`src/design/adc_dma_pkg.sv`:
```
/*
 * Shared constants, types and state encoding of the ADC DMA sequencer
 * for its first mode.
 * Assumes one system clock and a synchronous active-high reset.
 */
package adc_dma_pkg;

    localparam int INSTR_W        = 8;
    localparam int IADDR_W        = 8;
    localparam int DADDR_W        = 16;
    localparam int RESULT_W       = 16;
    localparam int FIFO_DEPTH     = 16;

    // Instruction word fields; a word with neither converter bit ends a pass
    localparam int INSTR_ADC0_BIT = 4;
    localparam int INSTR_ADC1_BIT = 5;
    localparam int INSTR_CONT_BIT = 7;

    localparam logic [2:0] STEP_BYTES_ONE = 3'h2;
    localparam logic [2:0] STEP_BYTES_TWO = 3'h4;

    localparam logic [15:0] REPEAT_DONE   = 16'h0000;
    localparam logic [15:0] REPEAT_ONE    = 16'h0001;
    localparam logic [15:0] DADDR_RESET   = 16'h0000;
    localparam logic [7:0]  IADDR_RESET   = 8'h00;
    localparam logic [7:0]  INSTR_RESET   = 8'h00;

    typedef struct packed {
        logic [DADDR_W-1:0] addr;
        logic [7:0]         data;
    } mem_wr_t;

    typedef enum logic [2:0] {
        ST_IDLE,
        ST_FETCH,
        ST_DECODE,
        ST_WAIT_ADC,
        ST_WRITE
    } seq_state_t;

endpackage

```
`src/design/adc_dma_seq.sv`:
```
/*
 * ADC DMA sequencer for the first mode, with its write FIFO.
 * Assumes a synchronous instruction buffer with one cycle of read
 * latency, converters that hold valid until acknowledged and drop it
 * after the acknowledge, and a data memory port with a ready input.
 */
`timescale 1ns/1ps

module adc_dma_fifo #(
    parameter int WIDTH = 24,
    parameter int DEPTH = 16
) (
    input  wire logic             i_clk,
    input  wire logic             i_rst,
    input  wire logic             i_in_valid,
    output logic                  o_in_ready,
    input  wire logic [WIDTH-1:0] i_in_data,
    output logic                  o_out_valid,
    input  wire logic             i_out_ready,
    output logic      [WIDTH-1:0] o_out_data
);
    localparam int AW = $clog2(DEPTH);

    generate
        if (DEPTH < 2 || (1 << AW) != DEPTH) begin : g_bad_depth
            $error("adc_dma_fifo: DEPTH must be a power of two, at least 2");
        end
    endgenerate

    logic [WIDTH-1:0] mem [DEPTH];
    logic [AW:0]      wr_ptr_r;
    logic [AW:0]      rd_ptr_r;
    logic             full;
    logic             empty;
    logic             push;
    logic             pop;

    // Extra pointer bit tells a full ring from an empty one
    assign full  = (wr_ptr_r[AW] != rd_ptr_r[AW]) &&
                   (wr_ptr_r[AW-1:0] == rd_ptr_r[AW-1:0]);
    assign empty = (wr_ptr_r == rd_ptr_r);
    assign push  = i_in_valid && !full;
    assign pop   = i_out_ready && !empty;

    assign o_in_ready  = !full;
    assign o_out_valid = !empty;
    assign o_out_data  = mem[rd_ptr_r[AW-1:0]];

    always_ff @(posedge i_clk) begin
        if (push) begin
            mem[wr_ptr_r[AW-1:0]] <= i_in_data;
        end
    end

    always_ff @(posedge i_clk) begin
        if (i_rst) begin
            wr_ptr_r <= '0;
        end else if (push) begin
            wr_ptr_r <= wr_ptr_r + 1'b1;
        end
    end

    always_ff @(posedge i_clk) begin
        if (i_rst) begin
            rd_ptr_r <= '0;
        end else if (pop) begin
            rd_ptr_r <= rd_ptr_r + 1'b1;
        end
    end

endmodule

module adc_dma_seq #(
    parameter int FIFO_DEPTH = adc_dma_pkg::FIFO_DEPTH
) (
    input  wire logic        I_REF_CLK,
    input  wire logic        I_RST,
    input  wire logic        I_START,
    input  wire logic [7:0]  I_DATA_ADDR_BEGIN_HIGH,
    input  wire logic [7:0]  I_DATA_ADDR_BEGIN_LOW,
    input  wire logic [7:0]  I_INSTR_BOUNDARY_ADDR,
    input  wire logic [7:0]  I_REPEAT_LIMIT_HIGH,
    input  wire logic [7:0]  I_REPEAT_LIMIT_LOW,
    output logic      [7:0]  O_IBUF_ADDR,
    input  wire logic [7:0]  I_IBUF_DATA,
    input  wire logic        I_ADC0_VALID,
    input  wire logic [15:0] I_ADC0_DATA,
    output logic             O_ADC0_ACK,
    input  wire logic        I_ADC1_VALID,
    input  wire logic [15:0] I_ADC1_DATA,
    output logic             O_ADC1_ACK,
    output logic             O_MEM_WE,
    output logic      [15:0] O_MEM_ADDR,
    output logic      [7:0]  O_MEM_DATA,
    input  wire logic        I_MEM_READY,
    output logic             O_BUSY,
    output logic      [7:0]  O_CURRENT_INSTR_ADDR,
    output logic      [7:0]  O_REPEAT_COUNT_HIGH,
    output logic      [7:0]  O_REPEAT_COUNT_LOW,
    output logic      [15:0] O_DATA_ADDR
);
    generate
        if (FIFO_DEPTH < 4) begin : g_bad_fifo
            $error("adc_dma_seq: FIFO_DEPTH must hold one full step");
        end
    endgenerate

    adc_dma_pkg::seq_state_t state_r;
    adc_dma_pkg::seq_state_t state_nxt;
    adc_dma_pkg::mem_wr_t    push_word;
    adc_dma_pkg::mem_wr_t    pop_word;

    logic [7:0]  isw_r;
    logic [7:0]  instr_r;
    logic [15:0] ptr_r;
    logic [15:0] cnt_r;
    logic [15:0] cnt_dec;
    logic [15:0] res0_r;
    logic [15:0] res1_r;
    logic [1:0]  idx_r;
    logic [2:0]  nbytes;
    logic        use0;
    logic        use1;
    logic        is_end;
    logic        adc_ok;
    logic        take;
    logic        fifo_in_valid;
    logic        fifo_in_ready;
    logic        fifo_out_valid;
    logic        fifo_out_ready;
    logic        push_done;
    logic        last_byte;
    logic        ack0_r;
    logic        ack1_r;
    logic        we_r;
    logic [15:0] maddr_r;
    logic [7:0]  mdata_r;
    logic [7:0]  byte_sel;
    logic        busy_r;

    assign use0    = instr_r[adc_dma_pkg::INSTR_ADC0_BIT];
    assign use1    = instr_r[adc_dma_pkg::INSTR_ADC1_BIT];
    assign is_end  = !use0 && !use1;
    assign nbytes  = (use0 && use1) ? adc_dma_pkg::STEP_BYTES_TWO
                                    : adc_dma_pkg::STEP_BYTES_ONE;
    assign cnt_dec = cnt_r - 16'h0001;

    // Wait for every converter the step names, none more
    assign adc_ok  = (!use0 || I_ADC0_VALID) && (!use1 || I_ADC1_VALID);
    assign take    = (state_r == adc_dma_pkg::ST_WAIT_ADC) && adc_ok;

    // Byte order: first result high, low, then second result high, low
    always_comb begin
        byte_sel = 8'h00;
        case (idx_r)
            2'h0:    byte_sel = use0 ? res0_r[15:8] : res1_r[15:8];
            2'h1:    byte_sel = use0 ? res0_r[7:0]  : res1_r[7:0];
            2'h2:    byte_sel = res1_r[15:8];
            2'h3:    byte_sel = res1_r[7:0];
            default: byte_sel = 8'h00;
        endcase
    end

    assign fifo_in_valid  = (state_r == adc_dma_pkg::ST_WRITE);
    assign push_done      = fifo_in_valid && fifo_in_ready;
    assign last_byte      = ({1'b0, idx_r} == (nbytes - 3'h1));
    assign push_word.addr = ptr_r + {14'h0000, idx_r};
    assign push_word.data = byte_sel;

    always_comb begin
        state_nxt = state_r;
        case (state_r)
            adc_dma_pkg::ST_IDLE: begin
                if (I_START) begin
                    state_nxt = adc_dma_pkg::ST_FETCH;
                end
            end
            adc_dma_pkg::ST_FETCH: begin
                state_nxt = adc_dma_pkg::ST_DECODE;
            end
            adc_dma_pkg::ST_DECODE: begin
                state_nxt = adc_dma_pkg::ST_WAIT_ADC;
            end
            adc_dma_pkg::ST_WAIT_ADC: begin
                if (is_end) begin
                    if (instr_r[adc_dma_pkg::INSTR_CONT_BIT]) begin
                        state_nxt = adc_dma_pkg::ST_FETCH;
                    end else if (cnt_r <= adc_dma_pkg::REPEAT_ONE) begin
                        state_nxt = adc_dma_pkg::ST_IDLE;
                    end else begin
                        state_nxt = adc_dma_pkg::ST_FETCH;
                    end
                end else if (adc_ok) begin
                    state_nxt = adc_dma_pkg::ST_WRITE;
                end
            end
            adc_dma_pkg::ST_WRITE: begin
                if (push_done && last_byte) begin
                    state_nxt = adc_dma_pkg::ST_FETCH;
                end
            end
            default: state_nxt = adc_dma_pkg::ST_IDLE;
        endcase
    end

    always_ff @(posedge I_REF_CLK) begin
        if (I_RST) begin
            state_r <= adc_dma_pkg::ST_IDLE;
            busy_r  <= 1'b0;
        end else begin
            state_r <= state_nxt;
            busy_r  <= (state_nxt != adc_dma_pkg::ST_IDLE);
        end
    end

    // Current instruction address, which also addresses the buffer
    always_ff @(posedge I_REF_CLK) begin
        if (I_RST) begin
            isw_r <= adc_dma_pkg::IADDR_RESET;
        end else if (state_r == adc_dma_pkg::ST_IDLE && I_START) begin
            isw_r <= I_INSTR_BOUNDARY_ADDR;
        end else if (state_r == adc_dma_pkg::ST_WAIT_ADC && is_end) begin
            isw_r <= I_INSTR_BOUNDARY_ADDR;
        end else if (push_done && last_byte) begin
            isw_r <= isw_r + 8'h01;
        end
    end

    always_ff @(posedge I_REF_CLK) begin
        if (I_RST) begin
            instr_r <= adc_dma_pkg::INSTR_RESET;
        end else if (state_r == adc_dma_pkg::ST_DECODE) begin
            instr_r <= I_IBUF_DATA;
        end
    end

    always_ff @(posedge I_REF_CLK) begin
        if (I_RST) begin
            ptr_r <= adc_dma_pkg::DADDR_RESET;
        end else if (state_r == adc_dma_pkg::ST_IDLE && I_START) begin
            ptr_r <= {I_DATA_ADDR_BEGIN_HIGH, I_DATA_ADDR_BEGIN_LOW};
        end else if (push_done && last_byte) begin
            ptr_r <= ptr_r + {13'h0000, nbytes};
        end
    end

    // Continuous passes leave the counter untouched
    always_ff @(posedge I_REF_CLK) begin
        if (I_RST) begin
            cnt_r <= adc_dma_pkg::REPEAT_DONE;
        end else if (state_r == adc_dma_pkg::ST_IDLE && I_START) begin
            cnt_r <= {I_REPEAT_LIMIT_HIGH, I_REPEAT_LIMIT_LOW};
        end else if (state_r == adc_dma_pkg::ST_WAIT_ADC && is_end &&
                     !instr_r[adc_dma_pkg::INSTR_CONT_BIT] &&
                     cnt_r != adc_dma_pkg::REPEAT_DONE) begin
            cnt_r <= cnt_dec;
        end
    end

    always_ff @(posedge I_REF_CLK) begin
        if (I_RST) begin
            res0_r <= 16'h0000;
            res1_r <= 16'h0000;
        end else if (take) begin
            res0_r <= I_ADC0_DATA;
            res1_r <= I_ADC1_DATA;
        end
    end

    always_ff @(posedge I_REF_CLK) begin
        if (I_RST) begin
            ack0_r <= 1'b0;
            ack1_r <= 1'b0;
        end else begin
            ack0_r <= take && !is_end && use0;
            ack1_r <= take && !is_end && use1;
        end
    end

    always_ff @(posedge I_REF_CLK) begin
        if (I_RST) begin
            idx_r <= 2'h0;
        end else if (take) begin
            idx_r <= 2'h0;
        end else if (push_done) begin
            idx_r <= idx_r + 2'h1;
        end
    end

    // A full FIFO holds the sequencer in its write state
    adc_dma_fifo #(
        .WIDTH ($bits(adc_dma_pkg::mem_wr_t)),
        .DEPTH (FIFO_DEPTH)
    ) u_fifo (
        .i_clk       (I_REF_CLK),
        .i_rst       (I_RST),
        .i_in_valid  (fifo_in_valid),
        .o_in_ready  (fifo_in_ready),
        .i_in_data   (push_word),
        .o_out_valid (fifo_out_valid),
        .i_out_ready (fifo_out_ready),
        .o_out_data  (pop_word)
    );

    // Output stage holds a write until memory takes it
    assign fifo_out_ready = !we_r || I_MEM_READY;

    always_ff @(posedge I_REF_CLK) begin
        if (I_RST) begin
            we_r    <= 1'b0;
            maddr_r <= adc_dma_pkg::DADDR_RESET;
            mdata_r <= 8'h00;
        end else if (fifo_out_ready) begin
            we_r <= fifo_out_valid;
            if (fifo_out_valid) begin
                maddr_r <= pop_word.addr;
                mdata_r <= pop_word.data;
            end
        end
    end

    assign O_IBUF_ADDR          = isw_r;
    assign O_CURRENT_INSTR_ADDR = isw_r;
    assign O_ADC0_ACK           = ack0_r;
    assign O_ADC1_ACK           = ack1_r;
    assign O_MEM_WE             = we_r;
    assign O_MEM_ADDR           = maddr_r;
    assign O_MEM_DATA           = mdata_r;
    assign O_BUSY               = busy_r;
    assign O_REPEAT_COUNT_HIGH  = cnt_r[15:8];
    assign O_REPEAT_COUNT_LOW   = cnt_r[7:0];
    assign O_DATA_ADDR          = ptr_r;

endmodule

```
`config.mk`:
```
export PLATFORM = sky130hd
export DESIGN_NAME = adc_dma_seq
export DESIGN_NICKNAME = d
export VERILOG_FILES = /design/src/design/adc_dma_pkg.sv /design/src/design/adc_dma_seq.sv
export SDC_FILE = /design/constraint.sdc
export NUM_CORES = 1
export LEC_CHECK = 0
export BUFFER_PORTS_ARGS = -buffer_cell sky130_fd_sc_hd__buf_2
export CORE_MARGIN = 2
export CORE_UTILIZATION = 55
export DETAILED_ROUTE_END_ITERATION = 6
export PLACE_DENSITY = 0.74
export SLEW_MARGIN = 40
export SYNTH_ARGS = -nofsm -noshare
export SYNTH_HDL_FRONTEND = slang
export SYNTH_HIERARCHICAL = 1
export SYNTH_SLANG_ARGS = --single-unit
```
`constraint.sdc`:
```
create_clock -name I_REF_CLK -period 3.13 [get_ports I_REF_CLK]
set_input_delay 0.4695 -clock I_REF_CLK [delete_from_list [all_inputs] [get_ports I_REF_CLK]]
set_output_delay 0.4695 -clock I_REF_CLK [all_outputs]
set_load 0.005 [all_outputs]
```
==> results.json <==
{
  "final_cell_mix": "edfxtp_1 (384), buf_2 (155), nand2_1 (148), mux4_2 (120), dfxtp_1 (119)",
  "synth_compound_area_frac": 0.0545,
  "avgRoutedWirePerCell_um": 24.0,
  "numPortBuffers": 156,
  "setup_violations": 0,
  "num_io_pins": 162,
  "placed_area_um2": 22300,
  "reg2reg_from": "state_r[0]",
  "dp.final_hpwl_mm": 29.3,
  "slew_headroom": 0.471,
  "critPathCaptureType": "flop",
  "final_common_cell": "edfxtp_1",
  "hold_path_startpoint": "I_IBUF_DATA[5]",
  "path_clk_slew_ps": 60,
  "drt-vias-per-instance": 6.03,
  "cts_hold_buffers": 0,
  "timing.fmax_mhz": 366,
  "final_area_um2": 23900,
  "routabilityCongestion": 0.848,
  "grt_usage": 0.254,
  "area_delta_synth_final_pct": 15.4,
  "num_vias": 12340,
  "postCtsSetupBuffers": 0,
  "die_area_um2": 39300,
  "dp_cells": 1954,
  "die_h_um": 198,
  "critPathArrivalTime_ps": 2930,
  "std_cell_rows": 71,
  "cts_tree": "yes",
  "worst_path_dominant_cell_family": "simple AND/OR/NAND/NOR gates",
  "cts_max_path_buffers": 3,
  "clock_latency_ps": 570,
  "cp.required_ps": 3330,
  "crit_slowest_cell": "a21oi_2",
  "dieWidth_um": 198,
  "tightest_slew_ps": 779,
  "hp-class": "primary input to flop",
  "remaining_drc_errors": 0,
  "core-area_um2": 37400,
  "layout_min_cycle_time_ps": 2730,
  "cts_resized": 0,
  "n_fill_cell": 2610,
  "drt_iter0_markers": 995,
  "report.final.slew_viol_count": 0,
  "utilization": 0.640,
  "crit_buf_inv": 2,
  "wl_mm": 49.1,
  "dp_slack_ps": 266,
  "cts-root-buf": "clkbuf_16",
  "overflow": 0,
  "peakVddDrop_mv": 0.400,
  "finalCritPeriodShare": 0.872,
  "synth_area_leaders": "edfxtp_1 (56%), mux4_2 (13%), dfxtp_1 (12%)",
  "whs_path_depth": 3,
  "fin_ws_ps": 401,
  "crit_chain": "nor2_1, and2_1, inv_1, a21oi_2, and3_1, buf_4",
  "yosysSeqAreaShare": 0.674,
  "ys_types": 66,
  "fin_setup_tns_ps": 0,
  "cp_max_fo": 24,
  "grt_pass1_wl_mm": 73.9,
  "drtPass1Iterations": 6,
  "status": "completed",
  "cpPeakStageDelay_ps": 500,
  "drive_gt1_frac": 0.289,
  "final_cells": 2047,
  "clock-sinks": 506,
  "ant_nets": 0,
  "p_leak_nw": 8.10,
  "grt_pass1_vias": 12263,
  "postSynthAreaPerCell_um2": 15.8,
  "insertedDiodeCount": 0,
  "htreeDepth": 2,
  "antenna_found_initial": 1,
  "synthAdderAreaFrac": 0.0116,
  "synth_edf_count": 384,
  "grt_max_degree": 66,
  "synth_nets": 1417,
  "worstSetupPathType": "flop to flop",
  "synth_xor_area_frac": 0.0160,
  "r2r_end": "u_fifo/mem[1][21]",
  "clock_skew_ps": 15.2,
  "reg2reg_depth": 6,
  "whs_endpoint": "instr_r[5]",
  "ys_ff_latch": 506,
  "syn-cell-area_um2": 20700,
  "fin_nets": 1599,
  "synth_top_area_share": 0.556,
  "yosys.area.top_type": "edfxtp_1",
  "synth_top_family_by_area": "multiplexers",
  "synth_flop_cell": "edfxtp_1",
  "synth-simple-area-share": 0.0752,
  "async_reset_ff_frac": 0,
  "muxShareOfSynthArea": 0.143,
  "start_util": 0.555,
  "rsz0062_at_grt": "false",
  "synthCells": 1313,
  "maxCapViolCount": 0,
  "finalHoldViolCount": 0,
  "worst_setup_path_start_kind": "flop",
  "yosysWarnings": 6,
  "cts_made_buffers": 50,
  "powerDensity_nw_per_um2": 689,
  "regToRegSetupSlack_ps": 400
}
==> cells by family (layout without fill, tap and decap cells) <==
group | Yosys count | count (layout)
flops | 506 | 506
simple gates | 323 | 323
xor+xnor | 38 | 38
buf+inv | 109 | 332
fa+ha+maj | 18 | 18
compound gates | 174 | 174
mux | 145 | 145
==> synth_stat cells, types with 6 or more instances <==
master and n:
buf_1 9, nor3_1 13, clkbuf_1 38, nor2b_1 7, a211oi_1 19, nor2_1 63
o21ai_0 16, mux4_2 120, buf_2 18, a21oi_1 82, xor2_1 19, buf_4 9
xnor2_1 19, a222oi_1 8, inv_1 26, a311oi_1 7, nand3_1 14, nand4_1 14
mux2i_1 18, ha_1 16, dfxtp_1 122, edfxtp_1 384, mux2_2 7, and3_1 17
nand2_1 148, nor4_1 6
==> flip-flops by register name, summed over array words and instances, names as in the netlist, named ones only <==
signal and cells:
res1_r 16, u_fifo/mem 384, O_CURRENT_INSTR_ADDR 8, instr_r 3, O_DATA_ADDR 16, O_ADC1_ACK 1, O_MEM_ADDR 16, state_r 3
O_MEM_DATA 8, res0_r 16, cnt_r 16, u_fifo/wr_ptr_r 5, idx_r 2, O_BUSY 1, O_ADC0_ACK 1, O_MEM_WE 1
u_fifo/rd_ptr_r 5
==> worst min-delay path, delay by kind of cell <==
family,cells,cell delay (ps)
buffers and inverters,1,100
and+or+nand+nor,1,50
AOI/OAI and AO/OA,1,50
==> worst max-delay path by stage <==
stage	startpoint	endpoint	slack [ps]	cells past startpoint
global placement	idx_r[1]	u_fifo/mem[0][22]	430	6
detailed placement	idx_r[1]	u_fifo/mem[0][22]	270	6
CTS	idx_r[1]	u_fifo/mem[5][22]	250	6
finish	state_r[0]	u_fifo/mem[1][21]	400	6
floorplan	state_r[0]	u_fifo/wr_ptr_r[4]	320	6
global route	idx_r[1]	u_fifo/mem[0][22]	170	6
==> report_power, final <==
group	switching [mW]	internal (mW)
Clock	2.47	3.49
Combinational	1.39	1.38
Sequential	0.292	7.47
Total	4.15	12.3
==> through the flow <==
| stage | hold slack [ps] | total power [mW] |
|---|---|---|
| 6_report | 145 | 16.5 |
| 4_1_cts | 126 | 16.6 |
| 2_1_floorplan | 436 | 9.89 |
| 3_5_place_dp | 444 | 10.7 |
| 3_3_place_gp | 438 | 10.6 |
| 5_1_grt | 132 | 17.1 |
==> routing by layer <==
metal  routed length, um  part of all wire  global-route usage  vias to the layer above
met2               24900              0.51               0.434                      541
li1                    -                 -                   -                     5478
met3                3830             0.078              0.0436                       77
met5                  11           0.00022                   0                        -
met1               19400              0.40               0.342                     6242
met4                 927             0.019              0.0632                        2
==> cell type report <==
| cell class | instances | area, um^2 | area share |
|---|---|---|---|
| Sequential cell | 506 | 14000 | 0.584 |
| Multi-Input combinational cell | 698 | 6300 | 0.263 |
| Clock buffer | 62 | 1360 | 0.0567 |
| Timing Repair Buffer | 213 | 1260 | 0.0527 |
| Tap cell | 511 | 639 | 0.0267 |
| Clock inverter | 31 | 290 | 0.0121 |
| Inverter | 26 | 97.6 | 0.00408 |
(Power assumes the default switching activity.)
